===== src/hw/tec_cfg.svh =====
// register addresses, field positions, codes and reset values of the timer control slice
`ifndef TEC_CFG_SVH
`define TEC_CFG_SVH

// ****************************************************************
// register addresses
// ****************************************************************
`define TEC_ADDR_PRESCALER 16'hFFBB
`define TEC_ADDR_CAPCMP    16'hFFBC
`define TEC_ADDR_OUTCTRL   16'hFFBD
`define TEC_REG_RESET      8'h00
`define TEC_RD_UNMAPPED    8'h00

// ****************************************************************
// timer_output_control fields
// ****************************************************************
`define TEC_OC_ONESHOT_EN  6
`define TEC_OC_INV_B       5
`define TEC_OC_ONESHOT_TRG 4
`define TEC_OC_LVL_SET     3
`define TEC_OC_LVL_CLR     2
`define TEC_OC_INV_A       1
`define TEC_OC_OUT_EN      0
`define TEC_OC_RSVD        7
`define TEC_LVL_LOW        2'h1
`define TEC_LVL_HIGH       2'h2

// ****************************************************************
// capture_compare_control fields
// ****************************************************************
`define TEC_CC_CMP0_CAP    0
`define TEC_CC_CAP0_TRG    1
`define TEC_CC_CMP1_CAP    2
`define TEC_CC_W           3

// ****************************************************************
// prescaler_edge_select fields and codes
// ****************************************************************
`define TEC_PS_EDGE_B_HI   7
`define TEC_PS_EDGE_B_LO   6
`define TEC_PS_EDGE_A_HI   5
`define TEC_PS_EDGE_A_LO   4
`define TEC_PS_CLK_HI      1
`define TEC_PS_CLK_LO      0
`define TEC_EDGE_FALL      2'h0
`define TEC_EDGE_RISE      2'h1
`define TEC_EDGE_BOTH      2'h3
`define TEC_CLK_FULL       2'h0
`define TEC_CLK_DIV4       2'h1
`define TEC_CLK_DIV256     2'h2
`define TEC_CLK_EDGE_A     2'h3
`define TEC_DIV4_LAST      2'h3
`define TEC_DIV256_LAST    8'hFF

// ****************************************************************
// run-mode codes
// ****************************************************************
`define TEC_RUN_STOP       2'h0
`define TEC_RUN_FREE       2'h1
`define TEC_RUN_CLR_EDGE   2'h2
`define TEC_RUN_CLR_MATCH  2'h3

`endif


===== src/hw/tec_pkg.sv =====
// types shared by the timer control slice
package tec_pkg;

  // one-shot pulse sequencer states
  typedef enum logic [2:0] {
    TEC_OS_IDLE = 3'h1,
    TEC_OS_WAIT = 3'h2,
    TEC_OS_HIGH = 3'h4
  } tec_os_e;

endpackage


===== src/hw/tec_edge_det.sv =====
// pin synchroniser and rise/fall detector for one timer input pin
module tec_edge_det (
  input  wire logic clk,
  input  wire logic rst_n,
  input  wire logic pin,
  input  wire logic enable,
  input  wire logic armed,
  output logic      rise_q,
  output logic      fall_q
);

  logic sync1_q;
  logic sync2_q;
  logic prev_q;

  // two-flop synchroniser; only sync2_q is read by logic
  always_ff @(posedge clk or negedge rst_n) begin
    if (!rst_n) begin
      sync1_q <= 1'b0;
      sync2_q <= 1'b0;
    end else begin
      sync1_q <= pin;
      sync2_q <= sync1_q;
    end
  end

  // before the first start the history reads low, so a high pin looks like a rise;
  // after a stop the history keeps tracking the pin and restart sees no false edge
  always_ff @(posedge clk or negedge rst_n) begin
    if (!rst_n) begin
      prev_q <= 1'b0;
    end else if (enable || armed) begin
      prev_q <= sync2_q;
    end else begin
      prev_q <= 1'b0;
    end
  end

  // single-cycle strobes, only while the timer runs
  always_ff @(posedge clk or negedge rst_n) begin
    if (!rst_n) begin
      rise_q <= 1'b0;
      fall_q <= 1'b0;
    end else begin
      rise_q <= enable && sync2_q && !prev_q;
      fall_q <= enable && !sync2_q && prev_q;
    end
  end

endmodule


===== src/hw/tec_ctrl.sv =====
// timer output, capture/compare select and prescaler/edge-select control slice
//
// Contract
// - cmp0_capture_sel 0 compare, 1 capture
// - reverse-phase capture with both edges detects nothing
// - uncaptured timer_in_b edge raises irq_match_a
// - reset clears output control and prescaler to zero
// - oneshot_trigger write clears counter, reads zero
// - oneshot_enable picks one-shot, not in match-clear
// - invert on second-register match; irq_match_b unless cmp1_capture_sel is set
// - invert on first-register match; irq_match_a unless cmp0_capture_sel is set
// - level set/clear are write-only triggers
// - out_enable 0 holds timer_out low
// - per-pin edge field: fall, rise, both
// - first enable sees high pin as rising
// - run mode 00 stops clock and count
`include "tec_cfg.svh"

module tec_ctrl #(
  parameter int PRE_W = 8
) (
  input  wire logic        clk,
  input  wire logic        rst_n,
  input  wire logic [15:0] reg_addr,
  input  wire logic        reg_wr,
  input  wire logic        reg_rd,
  input  wire logic [7:0]  reg_wdata,
  output logic      [7:0]  reg_rdata,
  input  wire logic [1:0]  run_mode,
  input  wire logic        match_a,
  input  wire logic        match_b,
  input  wire logic        timer_in_a,
  input  wire logic        timer_in_b,
  output logic             timer_out,
  output logic             irq_match_a,
  output logic             irq_match_b,
  output logic             count_tick,
  output logic             counter_clear,
  output logic             capture_a,
  output logic             capture_b,
  output logic             cmp0_capture_sel,
  output logic             cmp1_capture_sel
);

  // ****************************************************************
  // registers and decode
  // ****************************************************************
  logic [7:0]           prescaler_edge_select_q;
  logic [7:0]           timer_output_control_q;
  logic [`TEC_CC_W-1:0] capture_compare_control_q;
  logic                 started_q;
  logic [PRE_W-1:0]     pre_q;
  tec_pkg::tec_os_e     os_q;
  logic                 wr_ps;
  logic                 wr_cc;
  logic                 wr_oc;
  logic                 running;
  logic [1:0]           in_pins;
  logic [1:0]           rise;
  logic [1:0]           fall;
  logic [1:0]           sel_a;
  logic [1:0]           sel_b;
  logic [1:0]           clk_sel;
  logic [1:0]           lvl_cmd;
  logic                 valid_a;
  logic                 valid_b;
  logic                 rev_a;
  logic                 cap_a_d;
  logic                 cap_b_d;
  logic                 b_uncaptured;
  logic                 os_en;
  logic                 os_go;
  logic                 tick_d;

  assign wr_ps   = reg_wr && (reg_addr == `TEC_ADDR_PRESCALER);
  assign wr_cc   = reg_wr && (reg_addr == `TEC_ADDR_CAPCMP);
  assign wr_oc   = reg_wr && (reg_addr == `TEC_ADDR_OUTCTRL);
  assign running = (run_mode != `TEC_RUN_STOP);
  assign sel_a   = prescaler_edge_select_q[`TEC_PS_EDGE_A_HI:`TEC_PS_EDGE_A_LO];
  assign sel_b   = prescaler_edge_select_q[`TEC_PS_EDGE_B_HI:`TEC_PS_EDGE_B_LO];
  assign clk_sel = prescaler_edge_select_q[`TEC_PS_CLK_HI:`TEC_PS_CLK_LO];
  assign lvl_cmd = reg_wdata[`TEC_OC_LVL_SET:`TEC_OC_LVL_CLR];
  assign os_en   = timer_output_control_q[`TEC_OC_ONESHOT_EN];

  // register writes; software is trusted to respect the running-time write limits
  always_ff @(posedge clk or negedge rst_n) begin
    if (!rst_n) begin
      prescaler_edge_select_q   <= `TEC_REG_RESET;
      timer_output_control_q    <= `TEC_REG_RESET;
      capture_compare_control_q <= '0;
    end else begin
      if (wr_ps) begin
        prescaler_edge_select_q <= reg_wdata;
      end
      if (wr_cc) begin
        capture_compare_control_q <= reg_wdata[`TEC_CC_W-1:0];
      end
      // trigger bits are never stored, so they always read zero
      if (wr_oc) begin
        timer_output_control_q                        <= reg_wdata;
        timer_output_control_q[`TEC_OC_ONESHOT_TRG]   <= 1'b0;
        timer_output_control_q[`TEC_OC_LVL_SET]       <= 1'b0;
        timer_output_control_q[`TEC_OC_LVL_CLR]       <= 1'b0;
        timer_output_control_q[`TEC_OC_RSVD]          <= 1'b0;
      end
    end
  end

  // read data: unmapped addresses return zero
  always_ff @(posedge clk or negedge rst_n) begin
    if (!rst_n) begin
      reg_rdata <= `TEC_RD_UNMAPPED;
    end else if (reg_rd) begin
      case (reg_addr)
        `TEC_ADDR_PRESCALER: reg_rdata <= prescaler_edge_select_q;
        `TEC_ADDR_CAPCMP:    reg_rdata <= {5'h00, capture_compare_control_q};
        `TEC_ADDR_OUTCTRL:   reg_rdata <= timer_output_control_q;
        default:             reg_rdata <= `TEC_RD_UNMAPPED;
      endcase
    end
  end

  // ****************************************************************
  // input pins
  // ****************************************************************
  // remembers that the timer has run once, for the first-start rising edge
  always_ff @(posedge clk or negedge rst_n) begin
    if (!rst_n) begin
      started_q <= 1'b0;
    end else if (running) begin
      started_q <= 1'b1;
    end
  end

  assign in_pins = {timer_in_b, timer_in_a};

  // one detector per pin
  for (genvar gi = 0; gi < 2; gi++) begin : g_pin
    tec_edge_det u_edge (
      .clk    (clk),
      .rst_n  (rst_n),
      .pin    (in_pins[gi]),
      .enable (running),
      .armed  (started_q),
      .rise_q (rise[gi]),
      .fall_q (fall[gi])
    );
  end

  // valid-edge selection; code 10 matches nothing
  function automatic logic edge_hit(input logic [1:0] sel, input logic r, input logic f);
    case (sel)
      `TEC_EDGE_FALL: edge_hit = f;
      `TEC_EDGE_RISE: edge_hit = r;
      `TEC_EDGE_BOTH: edge_hit = r | f;
      default:        edge_hit = 1'b0;
    endcase
  endfunction

  assign valid_a = edge_hit(sel_a, rise[0], fall[0]);
  assign valid_b = edge_hit(sel_b, rise[1], fall[1]);
  // reverse phase has no opposite of both edges, so that setting never fires
  assign rev_a   = (sel_a == `TEC_EDGE_FALL) ? rise[0] :
                   (sel_a == `TEC_EDGE_RISE) ? fall[0] : 1'b0;

  // ****************************************************************
  // capture and interrupt strobes
  // ****************************************************************
  assign cap_a_d = running && capture_compare_control_q[`TEC_CC_CMP0_CAP] &&
                   (capture_compare_control_q[`TEC_CC_CAP0_TRG] ? rev_a : valid_b);
  assign cap_b_d = running && capture_compare_control_q[`TEC_CC_CMP1_CAP] && valid_a;
  // a timer_in_b edge that feeds no capture still interrupts
  assign b_uncaptured = valid_b && !(capture_compare_control_q[`TEC_CC_CMP0_CAP] &&
                        !capture_compare_control_q[`TEC_CC_CAP0_TRG]);

  always_ff @(posedge clk or negedge rst_n) begin
    if (!rst_n) begin
      capture_a   <= 1'b0;
      capture_b   <= 1'b0;
      irq_match_a <= 1'b0;
      irq_match_b <= 1'b0;
    end else begin
      capture_a   <= cap_a_d;
      capture_b   <= cap_b_d;
      irq_match_a <= (match_a && !capture_compare_control_q[`TEC_CC_CMP0_CAP]) ||
                     cap_a_d || b_uncaptured;
      irq_match_b <= (match_b && !capture_compare_control_q[`TEC_CC_CMP1_CAP]) ||
                     cap_b_d;
    end
  end

  // mode selects handed to the capture/compare registers
  always_ff @(posedge clk or negedge rst_n) begin
    if (!rst_n) begin
      cmp0_capture_sel <= 1'b0;
      cmp1_capture_sel <= 1'b0;
    end else begin
      cmp0_capture_sel <= capture_compare_control_q[`TEC_CC_CMP0_CAP];
      cmp1_capture_sel <= capture_compare_control_q[`TEC_CC_CMP1_CAP];
    end
  end

  // ****************************************************************
  // count clock
  // ****************************************************************
  // prescaler restarts from zero on every start so the first tick is repeatable
  always_ff @(posedge clk or negedge rst_n) begin
    if (!rst_n) begin
      pre_q <= '0;
    end else if (running) begin
      pre_q <= pre_q + 1'b1;
    end else begin
      pre_q <= '0;
    end
  end

  always_comb begin
    case (clk_sel)
      `TEC_CLK_FULL:   tick_d = 1'b1;
      `TEC_CLK_DIV4:   tick_d = (pre_q[1:0] == `TEC_DIV4_LAST);
      `TEC_CLK_DIV256: tick_d = (pre_q[7:0] == `TEC_DIV256_LAST);
      default:         tick_d = valid_a;
    endcase
  end

  always_ff @(posedge clk or negedge rst_n) begin
    if (!rst_n) begin
      count_tick <= 1'b0;
    end else begin
      count_tick <= running && tick_d;
    end
  end

  // ****************************************************************
  // one-shot pulse and timer output
  // ****************************************************************
  // match-clear mode cannot run a one-shot; there the trigger only clears the counter
  assign os_go = os_en && running && (run_mode != `TEC_RUN_CLR_MATCH) &&
                 ((wr_oc && reg_wdata[`TEC_OC_ONESHOT_TRG]) ||
                  (run_mode == `TEC_RUN_CLR_EDGE && valid_a));

  always_ff @(posedge clk or negedge rst_n) begin
    if (!rst_n) begin
      counter_clear <= 1'b0;
    end else begin
      counter_clear <= wr_oc && reg_wdata[`TEC_OC_ONESHOT_TRG];
    end
  end

  always_ff @(posedge clk or negedge rst_n) begin
    if (!rst_n) begin
      os_q <= tec_pkg::TEC_OS_IDLE;
    end else if (!running || !os_en) begin
      os_q <= tec_pkg::TEC_OS_IDLE;
    end else begin
      case (os_q)
        tec_pkg::TEC_OS_IDLE: if (os_go) os_q <= tec_pkg::TEC_OS_WAIT;
        tec_pkg::TEC_OS_WAIT: if (match_b) os_q <= tec_pkg::TEC_OS_HIGH;
        tec_pkg::TEC_OS_HIGH: if (match_a) os_q <= tec_pkg::TEC_OS_IDLE;
        default:              os_q <= tec_pkg::TEC_OS_IDLE;
      endcase
    end
  end

  // output level: disable wins, then level triggers, then one-shot or toggles
  always_ff @(posedge clk or negedge rst_n) begin
    if (!rst_n) begin
      timer_out <= 1'b0;
    end else if (!timer_output_control_q[`TEC_OC_OUT_EN]) begin
      timer_out <= 1'b0;
    end else if (wr_oc && lvl_cmd == `TEC_LVL_LOW) begin
      timer_out <= 1'b0;
    end else if (wr_oc && lvl_cmd == `TEC_LVL_HIGH) begin
      timer_out <= 1'b1;
    end else if (os_en) begin
      if (os_q == tec_pkg::TEC_OS_WAIT && match_b) begin
        timer_out <= 1'b1;
      end else if (os_q == tec_pkg::TEC_OS_HIGH && match_a) begin
        timer_out <= 1'b0;
      end
    end else begin
      timer_out <= timer_out ^
        (match_a && timer_output_control_q[`TEC_OC_INV_A]) ^
        (match_b && timer_output_control_q[`TEC_OC_INV_B]);
    end
  end
endmodule


===== config.mk =====
export PLATFORM = sky130hd
export DESIGN_NAME = tec_ctrl
export DESIGN_NICKNAME = d
export VERILOG_FILES = /design/src/hw/tec_pkg.sv /design/src/hw/tec_edge_det.sv /design/src/hw/tec_ctrl.sv
export VERILOG_INCLUDE_DIRS = /design/src /design/src/hw
export SDC_FILE = /design/constraint.sdc
export NUM_CORES = 1
export LEC_CHECK = 0
export BUFFER_PORTS_ARGS = -buffer_cell sky130_fd_sc_hd__buf_4
export CORE_MARGIN = 2
export CORE_UTILIZATION = 53
export CTS_CLUSTER_DIAMETER = 50
export DETAILED_ROUTE_END_ITERATION = 10
export PLACE_DENSITY = 0.74
export RECOVER_POWER = 25
export SLEW_MARGIN = 5
export SYNTH_ARGS = -nofsm -noshare
export SYNTH_HDL_FRONTEND = slang
export SYNTH_SLANG_ARGS = --single-unit

===== constraint.sdc =====
create_clock -name clk -period 1.8 [get_ports clk]
set_input_delay 0.18 -clock clk [delete_from_list [all_inputs] [get_ports clk]]
set_output_delay 0.18 -clock clk [all_outputs]
set_load 0.05 [all_outputs]

* Word level (Yosys, flattened, before mapping)
Index checks and enable logic that the tools add are counted.
** Word-level totals
- Register bits :: 54
- Input port bits :: 34
- Output and inout bits :: 17
- Logic and storage cells :: 126
** Cells by class
- Add/sub/neg operators :: 1
- Equal/unequal tests :: 22
- Mux-type cells :: 21
- Bitwise gates (word level) :: 4
- Reductions and logical operators :: 52
** Operators by type and width (number)
- 16-bit == test (second input constant) :: 3
- 1-bit logical AND :: 31
- 8-bit case mux with 3 select lines :: 1
- 2-bit == test (second input constant) :: 6
- 3-bit 2-to-1 mux :: 4
- 1-bit 2-to-1 mux :: 11
- 1-bit zero test :: 10
- 3-bit != test (second input constant) :: 3
- 1-bit case mux with 3 select lines :: 3
- 3-bit case mux with 3 select lines :: 1
- 8-bit by 1-bit adder with 8-bit output (second input constant) :: 1
- 2-bit by 1-bit == test with 1-bit output (second input constant) :: 4
- 8-bit == test (second input constant) :: 1
- 8-bit 2-to-1 mux :: 1
- 2-bit zero test :: 3
- 1-bit logical OR :: 6
- 6-bit by 2-bit != test with 1-bit output (second input constant) :: 1
- 3-bit by 1-bit == test with 1-bit output (second input constant) :: 1
- 3-bit by 2-bit == test with 1-bit output (second input constant) :: 1
- 3-bit == test (second input constant) :: 1
- 3-bit AND reduction :: 1
- 2-bit != test (second input constant) :: 1
- 1-bit bitwise OR :: 2
- 2-bit nonzero test :: 1
- 1-bit XOR :: 2

* Longest topological paths before layout
Gate-level depths: netlist of the first run.
- Depth after elaboration :: 8
- Gate-level depth with buffers :: 5
- Gate-level depth less buffers :: 5

* By module
A second synthesis of the first run with hierarchy kept.
** Unflattened totals
- Cell total of the unflattened synthesis :: 200
- Area, all modules :: 2376.0 µm²
** Modules (own cells, without submodules)
- tec_ctrl :: instances 1, cells each 184, area an instance 2073.2 µm², sequential area each 1102.3 µm²
- tec_edge_det :: instances 2, cells each 8, area an instance 151.4 µm², sequential area each 125.1 µm²

* Worst setup path before layout of the first run
No wires, ideal clock.
- Path kind :: reg2reg
- From :: register timer_out
- To :: register timer_out
- Setup time :: 0.083 ns
- Arrival time :: 1.503 ns
- Data required time :: 1.717 ns
- Setup slack :: 0.214 ns
- Stages on the path, launching flop included :: 5
- Path buffers :: 0
- Period minus slack after synthesis :: 1.586 ns
- Cells stage by stage :: dfrtp_1 > xnor3_1 > o221ai_1 > o311ai_0 > o21ai_0
** On the way
- Cells in the longest elaborated chain, start to end :: 6
** Ends and longest elaborated chain
- start: declaration :: line tec_ctrl.sv:34 : output logic timer_out,
- start signal: assignment :: line tec_ctrl.sv:282 : timer_out <= timer_out ^
- 1-bit XOR (2 in series) :: line tec_ctrl.sv:282
- 1-bit 2-to-1 mux :: line tec_ctrl.sv:275 : end else if (os_en) begin
- 1-bit 2-to-1 mux :: line tec_ctrl.sv:273 : end else if (wr_oc && lvl_cmd == `TEC_LVL_HIGH) begin
- 1-bit 2-to-1 mux :: line tec_ctrl.sv:271 : end else if (wr_oc && lvl_cmd == `TEC_LVL_LOW) begin
- 1-bit 2-to-1 mux :: line tec_ctrl.sv:269 : end else if (!timer_output_control_q[`TEC_OC_OUT_EN]) begin
Every way passes these cells.
A chain may end at the register's enable or synchronous reset.

* Final worst setup path of the first run
- From :: register os_q[1]
- To :: register timer_out
** On the way
- Cells in the longest elaborated chain, start to end :: 7
- Elaborated cells on any way between the ends :: 10
- Classes of those cells :: eq/ne (3); mux (5); reduce/logical (2)
** Ends and longest elaborated chain
- start: declaration :: line tec_ctrl.sv:53 : tec_pkg::tec_os_e os_q;
- start signal: assignment :: line tec_ctrl.sv:252 : os_q <= tec_pkg::TEC_OS_IDLE;
- start signal: assignment :: line tec_ctrl.sv:254 : os_q <= tec_pkg::TEC_OS_IDLE;
- start signal: assignment :: line tec_ctrl.sv:257 : tec_pkg::TEC_OS_IDLE: if (os_go) os_q <= tec_pkg::TEC_OS_WAIT;
- 3-bit by 2-bit == test with 1-bit output :: line tec_ctrl.sv:276 : if (os_q == tec_pkg::TEC_OS_WAIT && match_b) begin
- 1-bit logical AND :: line tec_ctrl.sv:276
- 1-bit 2-to-1 mux :: line tec_ctrl.sv:276
- 1-bit 2-to-1 mux :: line tec_ctrl.sv:275
- 1-bit 2-to-1 mux :: line tec_ctrl.sv:273
- 1-bit 2-to-1 mux :: line tec_ctrl.sv:271
- 1-bit 2-to-1 mux :: line tec_ctrl.sv:269
Parallel ways exist; a longest one is shown, timed or not.

==> impl_metrics.toml, run 1 <==
[hold_path]
min_to = "irq_match_b"
worst_hold_path_type = "in -> reg"
min_from = "match_b"
min_path_cells = 2

[placement]
postPlaceCellArea_sq_um = 2820
io_buffers = 50
dp.cells = 301
gp_congestion = 0.826
dp_hpwl_mm = 3.58

[cts]
cts_resized = 0
clk_pin_slew_worst_paths_ps = 90
clock-sinks = 54
clockBufferDepth = 2
cts_tree = "yes"
numCtsBuffers = 5
htree_levels = 2
clock-root-buffer = "clkbuf_8"
clk-insertion-delay-late_ps = 300

[logic_synthesis]
ys_warn_count = 0
ys_ff_latch = 54
avgSynthCellArea_sq_um = 11.9
synth_edf_count = 0
synth_fa_ha_area_share_pct = 0.527
synthTopCellsByArea = "dfrtp_1 (56%), mux2_4 (5.7%), nor2_1 (2.8%)"
yosys.area.top_type_share_pct = 55.8
async_flop_share_pct = 100
synth_cell_types = 47
yosys_most_used_dff = "dfrtp_1"
netlist_area_sq_um = 2370
synth_top_family_by_area = "simple AND/OR/NAND/NOR gates"
mappedNetlistNets = 235
synth_cells = 200
synthXorXnorAreaFrac_pct = 3.16
synth-simple-area-share_pct = 18.1
synth_compound_area_share_pct = 9.69
synth_top_cell_by_area = "dfrtp_1"
ys_seq_area_share_pct = 57.0
synth_mux_area_share_pct = 9.33

[pwr]
max-vdd-ir-drop_uv = 464
power.leakage_nw = 1.45
powerDensity_nw_per_um2 = 781

[setup_path]
path_class = "reg -> reg"
cp-start-kind = "register"
reg2reg_depth = 5
cp-end-kind = "register"
r2r_slack_ps = 330
r2r-end = "timer_out"
timing.rr.start = "os_q[1]"
crit_arrival_ps = 1640
worstPathMaxFanout = 3
worstPathRequired_ps = 1970

[job]
drv_cap = 0

[routing]
route.detailed.drc = 0
ant_nets = 0
via_count = 1702
routed_wl_mm = 4.74
drtPass1Iterations = 4
viasPerCell = 5.46
drt-initial-drc-count = 135
wl_per_cell_um = 15.2

[global_routing]
grt_pass1_wl_mm = 8.12
antenna_found_initial = 0
grt.total_usage_pct = 20.9
first_global_vias = 1680
grt_max_degree = 55
grt-ovfl-total = 0

[sta]
fmax_ghz = 0.678
fin_crit_sh_pct = 81.9
tns_ps = 0
final_hold_viol_count = 0
setup_violations = 0
period_needed_ps = 1470
tightest_slew_ps = 650
skew_ps = 3.20
slew_violations = 0
slew_headroom_pct = 56.6
rsz0062_at_grt = "no"

[floorplanning]
die_height_um = 70.9
pin_count = 51
initial_core_util_pct = 54.9
die-area_sq_um = 5030
row_count = 24
die_w_um = 70.9
core_area_sq_um = 4320

[finish]
multi_input_area_sq_um = 968
layout-drive-gt1-share_pct = 30.4
layout.nets = 294
antenna_cells = 0
instances_no_fill = 312
seq_area_sq_um = 1350
fillers = 353
fin_area_sq_um = 2950
area_delta_synth_final_pct = 24.2

[outcome]
status = "completed"
-- cells in the final DEF (no fill, tap or decap), types with 3 or more instances in the layout --
cell type	instances
dfrtp_1	53
buf_4	49
nor2_1	18
inv_1	12
nand3_1	10
nand2_1	9
mux2_4	9
o21ai_0	8
and3_1	5
a21oi_1	5
nor3b_1	5
o22ai_1	5
clkbuf_8	5
xor2_1	4
a21o_1	4
mux2_2	4
mux2i_1	3
and4_1	3
and2_0	3
a22oi_1	3
dlygate4sd3_1	3
-- critical path, cell delays in order (launching register included) --
cell	delay, ps
dfrtp_1	400
nand2b_1	150
o311ai_0	270
o221ai_1	230
o311ai_0	140
o21ai_0	150
-- report_power, final --
group          switching [W]  internal [W]
clock               0.000367      0.000416
sequential         0.0000357       0.00126
combinational       0.000118      0.000107
total               0.000520       0.00178
-- worst max-delay path by stage --
stage,start,to,cells past startpoint,slack [ps]
after floorplan,timer_out,timer_out,4,210
after global routing,os_q[1],timer_out,5,220
final,os_q[1],timer_out,5,330
after global placement,reg_addr[6],timer_output_control_q[5],5,200
after detailed placement,reg_addr[6],timer_output_control_q[5],5,170
after CTS,os_q[1],timer_out,5,310
-- per-stage QoR --
stage | hold slack (ps) | setup slack (ps) | total power (W) | util, %
3_5_place_dp | 254 | 172 | 0.00154 | 65.1
2_1_floorplan | -116 | 214 | 0.00142 | -
5_1_grt | 108 | 221 | 0.00241 | 68.2
4_1_cts | 107 | 310 | 0.00233 | 68.3
3_3_place_gp | 254 | 201 | 0.00154 | 65.1
6_report | 113 | 326 | 0.00230 | 68.2
-- cell families after synthesis --
family | count (synthesis)
simple gates | 73
flops | 54
compound gates | 34
mux | 17
buf+inv | 14
xor+xnor | 7
fa+ha+maj | 1
-- layout make-up --
class	instances	area share [%]
Timing Repair Buffer	54	14.0
Tap cell	52	2.21
Inverter	12	1.53
Multi-Input combinational cell	132	32.8
Clock buffer	7	2.59
Clock inverter	1	1.02
Sequential cell	54	45.8
-- routing by layer --
| metal | wire length, um | part of all wire [%] | track usage [%] |
|---|---|---|---|
| met1 | 2140 | 45 | 28.2 |
| met2 | 2350 | 50 | 34.9 |
| met3 | 197 | 4.2 | 4.70 |
| met4 | 55 | 1.2 | 5.03 |
| met5 | 0 | 0 | 0 |
-- flip-flops by register name, indices dropped and copies added (netlist names), 2 cells and up --
name                       flops
capture_compare_control_q      3
g_pin.u_edge.fall_q            2
g_pin.u_edge.prev_q            2
g_pin.u_edge.rise_q            2
g_pin.u_edge.sync1_q           2
g_pin.u_edge.sync2_q           2
os_q                           3
pre_q                          8
prescaler_edge_select_q        8
reg_rdata                      8
timer_output_control_q         4
-- what timing repair did --
action	CTS	global route
hold buffers	3	0
hold endpoints to repair	55	0
buffers inserted	0	0
setup endpoints to repair	0	0
-- synth_stat cells (all sizes together), types with 2 or more instances --
| cell | instances |
|---|---|
| dfrtp | 53 |
| nor2 | 18 |
| mux2 | 14 |
| inv | 12 |
| nand2 | 11 |
| nand3 | 11 |
| o21ai | 8 |
| a21oi | 5 |
| and3 | 5 |
| nor3b | 5 |
| o22ai | 5 |
| a21o | 4 |
| nor3 | 4 |
| xor2 | 4 |
| a22oi | 3 |
| and2 | 3 |
| and4 | 3 |
| mux2i | 3 |
| nand4 | 3 |
| a222oi | 2 |
| a22o | 2 |
| clkbuf | 2 |
| nand2b | 2 |
| nand3b | 2 |
| o311ai | 2 |
| xnor2 | 2 |
Note: power is estimated with default switching activity, not from simulation.
==> run 2: changes to the inputs <==
Settings changed: ABC_AREA set to 1, CORE_UTILIZATION 53 to 54, PLACE_DENSITY 0.74 to 0.75.
Clock period 1.8 ns to 1.4 ns, I/O delays scaled along.
==> run 2 against run 1 <==
The flow now finishes with violations (setup timing). Critical path depth increased by 4. Flip-flop and latch count unchanged. Power increased by 34%. Sequential share of layout area decreased by 2.2 points. Die area increased by 0.24%. Clock power increased by 25%. Synthesized cell count increased by 38%. Global-route usage increased by 1.8 points. Area after synthesis increased by 2.2%. Critical path type unchanged. Critical endpoint is now count_tick. Largest cell class unchanged.
==> impl_metrics.toml, run 2 <==
[logic_synthesis]
yosysMostFrequentCell = "nand2_1"
netlist_area_sq_um = 2430
synth_edf_count = 0
synthTopCellsByArea = "dfrtp_1 (55%), nand2_1 (11%), inv_1 (5.1%)"
synth_cells = 276
async_flop_share_pct = 100
ys_seq_area_share_pct = 55.8
avgSynthCellArea_sq_um = 8.79
ys_ff_latch = 54
mappedNetlistNets = 311
ys_top_cells_by_count = "nand2_1 (70), dfrtp_1 (53), inv_1 (33)"
synth_cell_types = 36
yosys.area.top_type_share_pct = 54.7
ys_warn_count = 0
synth_top_cell_by_area = "dfrtp_1"
yosys_most_used_dff = "dfrtp_1"

[routing]
via_count = 2003
drt-initial-drc-count = 151
routed_wl_mm = 5.27
wl_per_cell_um = 13.4
ant_nets = 0
drtPass1Iterations = 4
route.detailed.drc = 0
viasPerCell = 5.07

[setup_path]
worstPathRequired_ps = 1620
path_class = "reg -> reg"
worstPathMaxFanout = 3
crit_arrival_ps = 1650
critPathLaunch = "pre_q[1]"
r2r-end = "count_tick"
cp-start-kind = "register"
reg2reg_depth = 9
r2r_slack_ps = -30
timing.rr.start = "pre_q[1]"
crit_path_end = "count_tick"
cp-end-kind = "register"

[finish]
layout_common_cells = "nand2_1 (68), buf_4 (54), dfrtp_1 (52), inv_1 (31), nor2_1 (21)"
instances_no_fill = 395
layout-drive-gt1-share_pct = 30.6
layout.nets = 377
antenna_cells = 0
layout_commonest_cell = "nand2_1"
fillers = 355
largestRegisters = "pre_q x8, prescaler_edge_select_q x8, reg_rdata x8"
area_delta_synth_final_pct = 27.8
fin_area_sq_um = 3100

[cts]
clk-insertion-delay-late_ps = 300
htree_levels = 2
clockBufferDepth = 2
clock-root-buffer = "clkbuf_8"
numCtsBuffers = 5
clk_pin_slew_worst_paths_ps = 90
cts_tree = "yes"
clock-sinks = 54

[sta]
tightest_slew_ps = 781
rsz0062_at_grt = "yes"
fmax_ghz = 0.698
final_hold_viol_count = 0
slew_headroom_pct = 47.9
period_needed_ps = 1430
setup_ws_ps = -32.8
slew_violations = 0
tns_ps = -32.8
skew_ps = 7.69
fin_crit_sh_pct = 102
setup_violations = 1

[global_routing]
grt.total_usage_pct = 22.7
grt-ovfl-total = 0
grt_max_degree = 32
antenna_found_initial = 0
grt_pass1_wl_mm = 8.90
first_global_vias = 1988

[placement]
io_buffers = 50
dp.cells = 379
postPlaceCellArea_sq_um = 2890
gp_congestion = 0.875
preCtsSetupSlack_ps = 27.3
dp_hpwl_mm = 3.85

[outcome]
violations = "setup timing"
status = "finished, violations left"

[pwr]
powerDensity_nw_per_um2 = 998
total_power_w = 0.00309
power.leakage_nw = 1.60
max-vdd-ir-drop_uv = 925

[hold_path]
worst_hold_path_type = "in -> reg"

[floorplanning]
initial_core_util_pct = 55.7
pin_count = 51
die_height_um = 71.0
row_count = 24
die_w_um = 71.0
core_area_sq_um = 4350
die-area_sq_um = 5040

[job]
drv_cap = 0
-- run 2: kinds of logic after synthesis --
kind of cell / count (synthesis) / synth area share (%)
AOI/OAI and AO/OA: 51 / 12.7
xor gates and xnor gates: 1 / 0.361
adders and majority gates: 1 / 0.516
buffers and inverters: 41 / 6.70
DFF: 54 / 55.8
and+or+nand+nor: 128 / 24.0
-- run 2: per-stage QoR --
step           utilization (%)  hold WS (ps)
2_1_floorplan                -          -156
3_3_place_gp              66.3           101
3_5_place_dp              66.3           102
4_1_cts                   70.1          52.6
5_1_grt                   71.2          86.3
6_report                  71.2          60.7
-- run 2: worst min-delay path by stage --
stage / startpoint / endpoint / slack (ps) / depth (start not counted)
6_report: reg_wdata[5] / timer_output_control_q[5] / 60 / 3
3_5_place_dp: rst_n / pre_q[4] / 100 / 1
4_1_cts: reg_wdata[5] / timer_output_control_q[5] / 50 / 3
3_3_place_gp: rst_n / pre_q[5] / 100 / 1
5_1_grt: reg_rd / reg_rdata[6] / 90 / 3
2_1_floorplan: rst_n / capture_a / -160 / 0
-- run 2: layout make-up --
type,count,area [sq um],area share (%)
Tap cell,52,65.1,2.10
Timing Repair Buffer,61,475,15.3
Inverter,39,148,4.76
Multi-Input combinational cell,181,950,30.6
Clock buffer,8,110,3.55
Sequential cell,54,1350,43.6
-- run 2: per-layer routing --
metal / up-vias / global-route usage, % / part of all wire (%)
li1: 1011 / - / -
met1: 926 / 30.2 / 43
met5: - / 0 / 0
met3: 8 / 5.27 / 6.1
met4: 0 / 6.50 / 1.4
met2: 58 / 37.8 / 50
-- run 2: what timing repair did --
item	4_1_cts	5_1_grt
setup endpoints to repair	1	6
hold endpoints to repair	30	0
resized for setup	3	11
buffers inserted	1	4
pin swaps	0	5
hold buffers	3	0
-- run 2: power breakdown --
part	leakage, nW	switching, W	internal, W
Sequential	0.681	0.0000541	0.00165
Combinational	0.862	0.000233	0.000183
Clock	0.0575	0.000479	0.000500
-- run 2: worst max-delay path, cell delays in order (launching register included) --
cell	delay, ps
dfrtp_1	410
ha_4	170
nand2_2	70
nor2_2	130
nand2_1	70
inv_2	70
nand2_2	50
nor2_2	120
nand3_1	80
a31oi_1	190
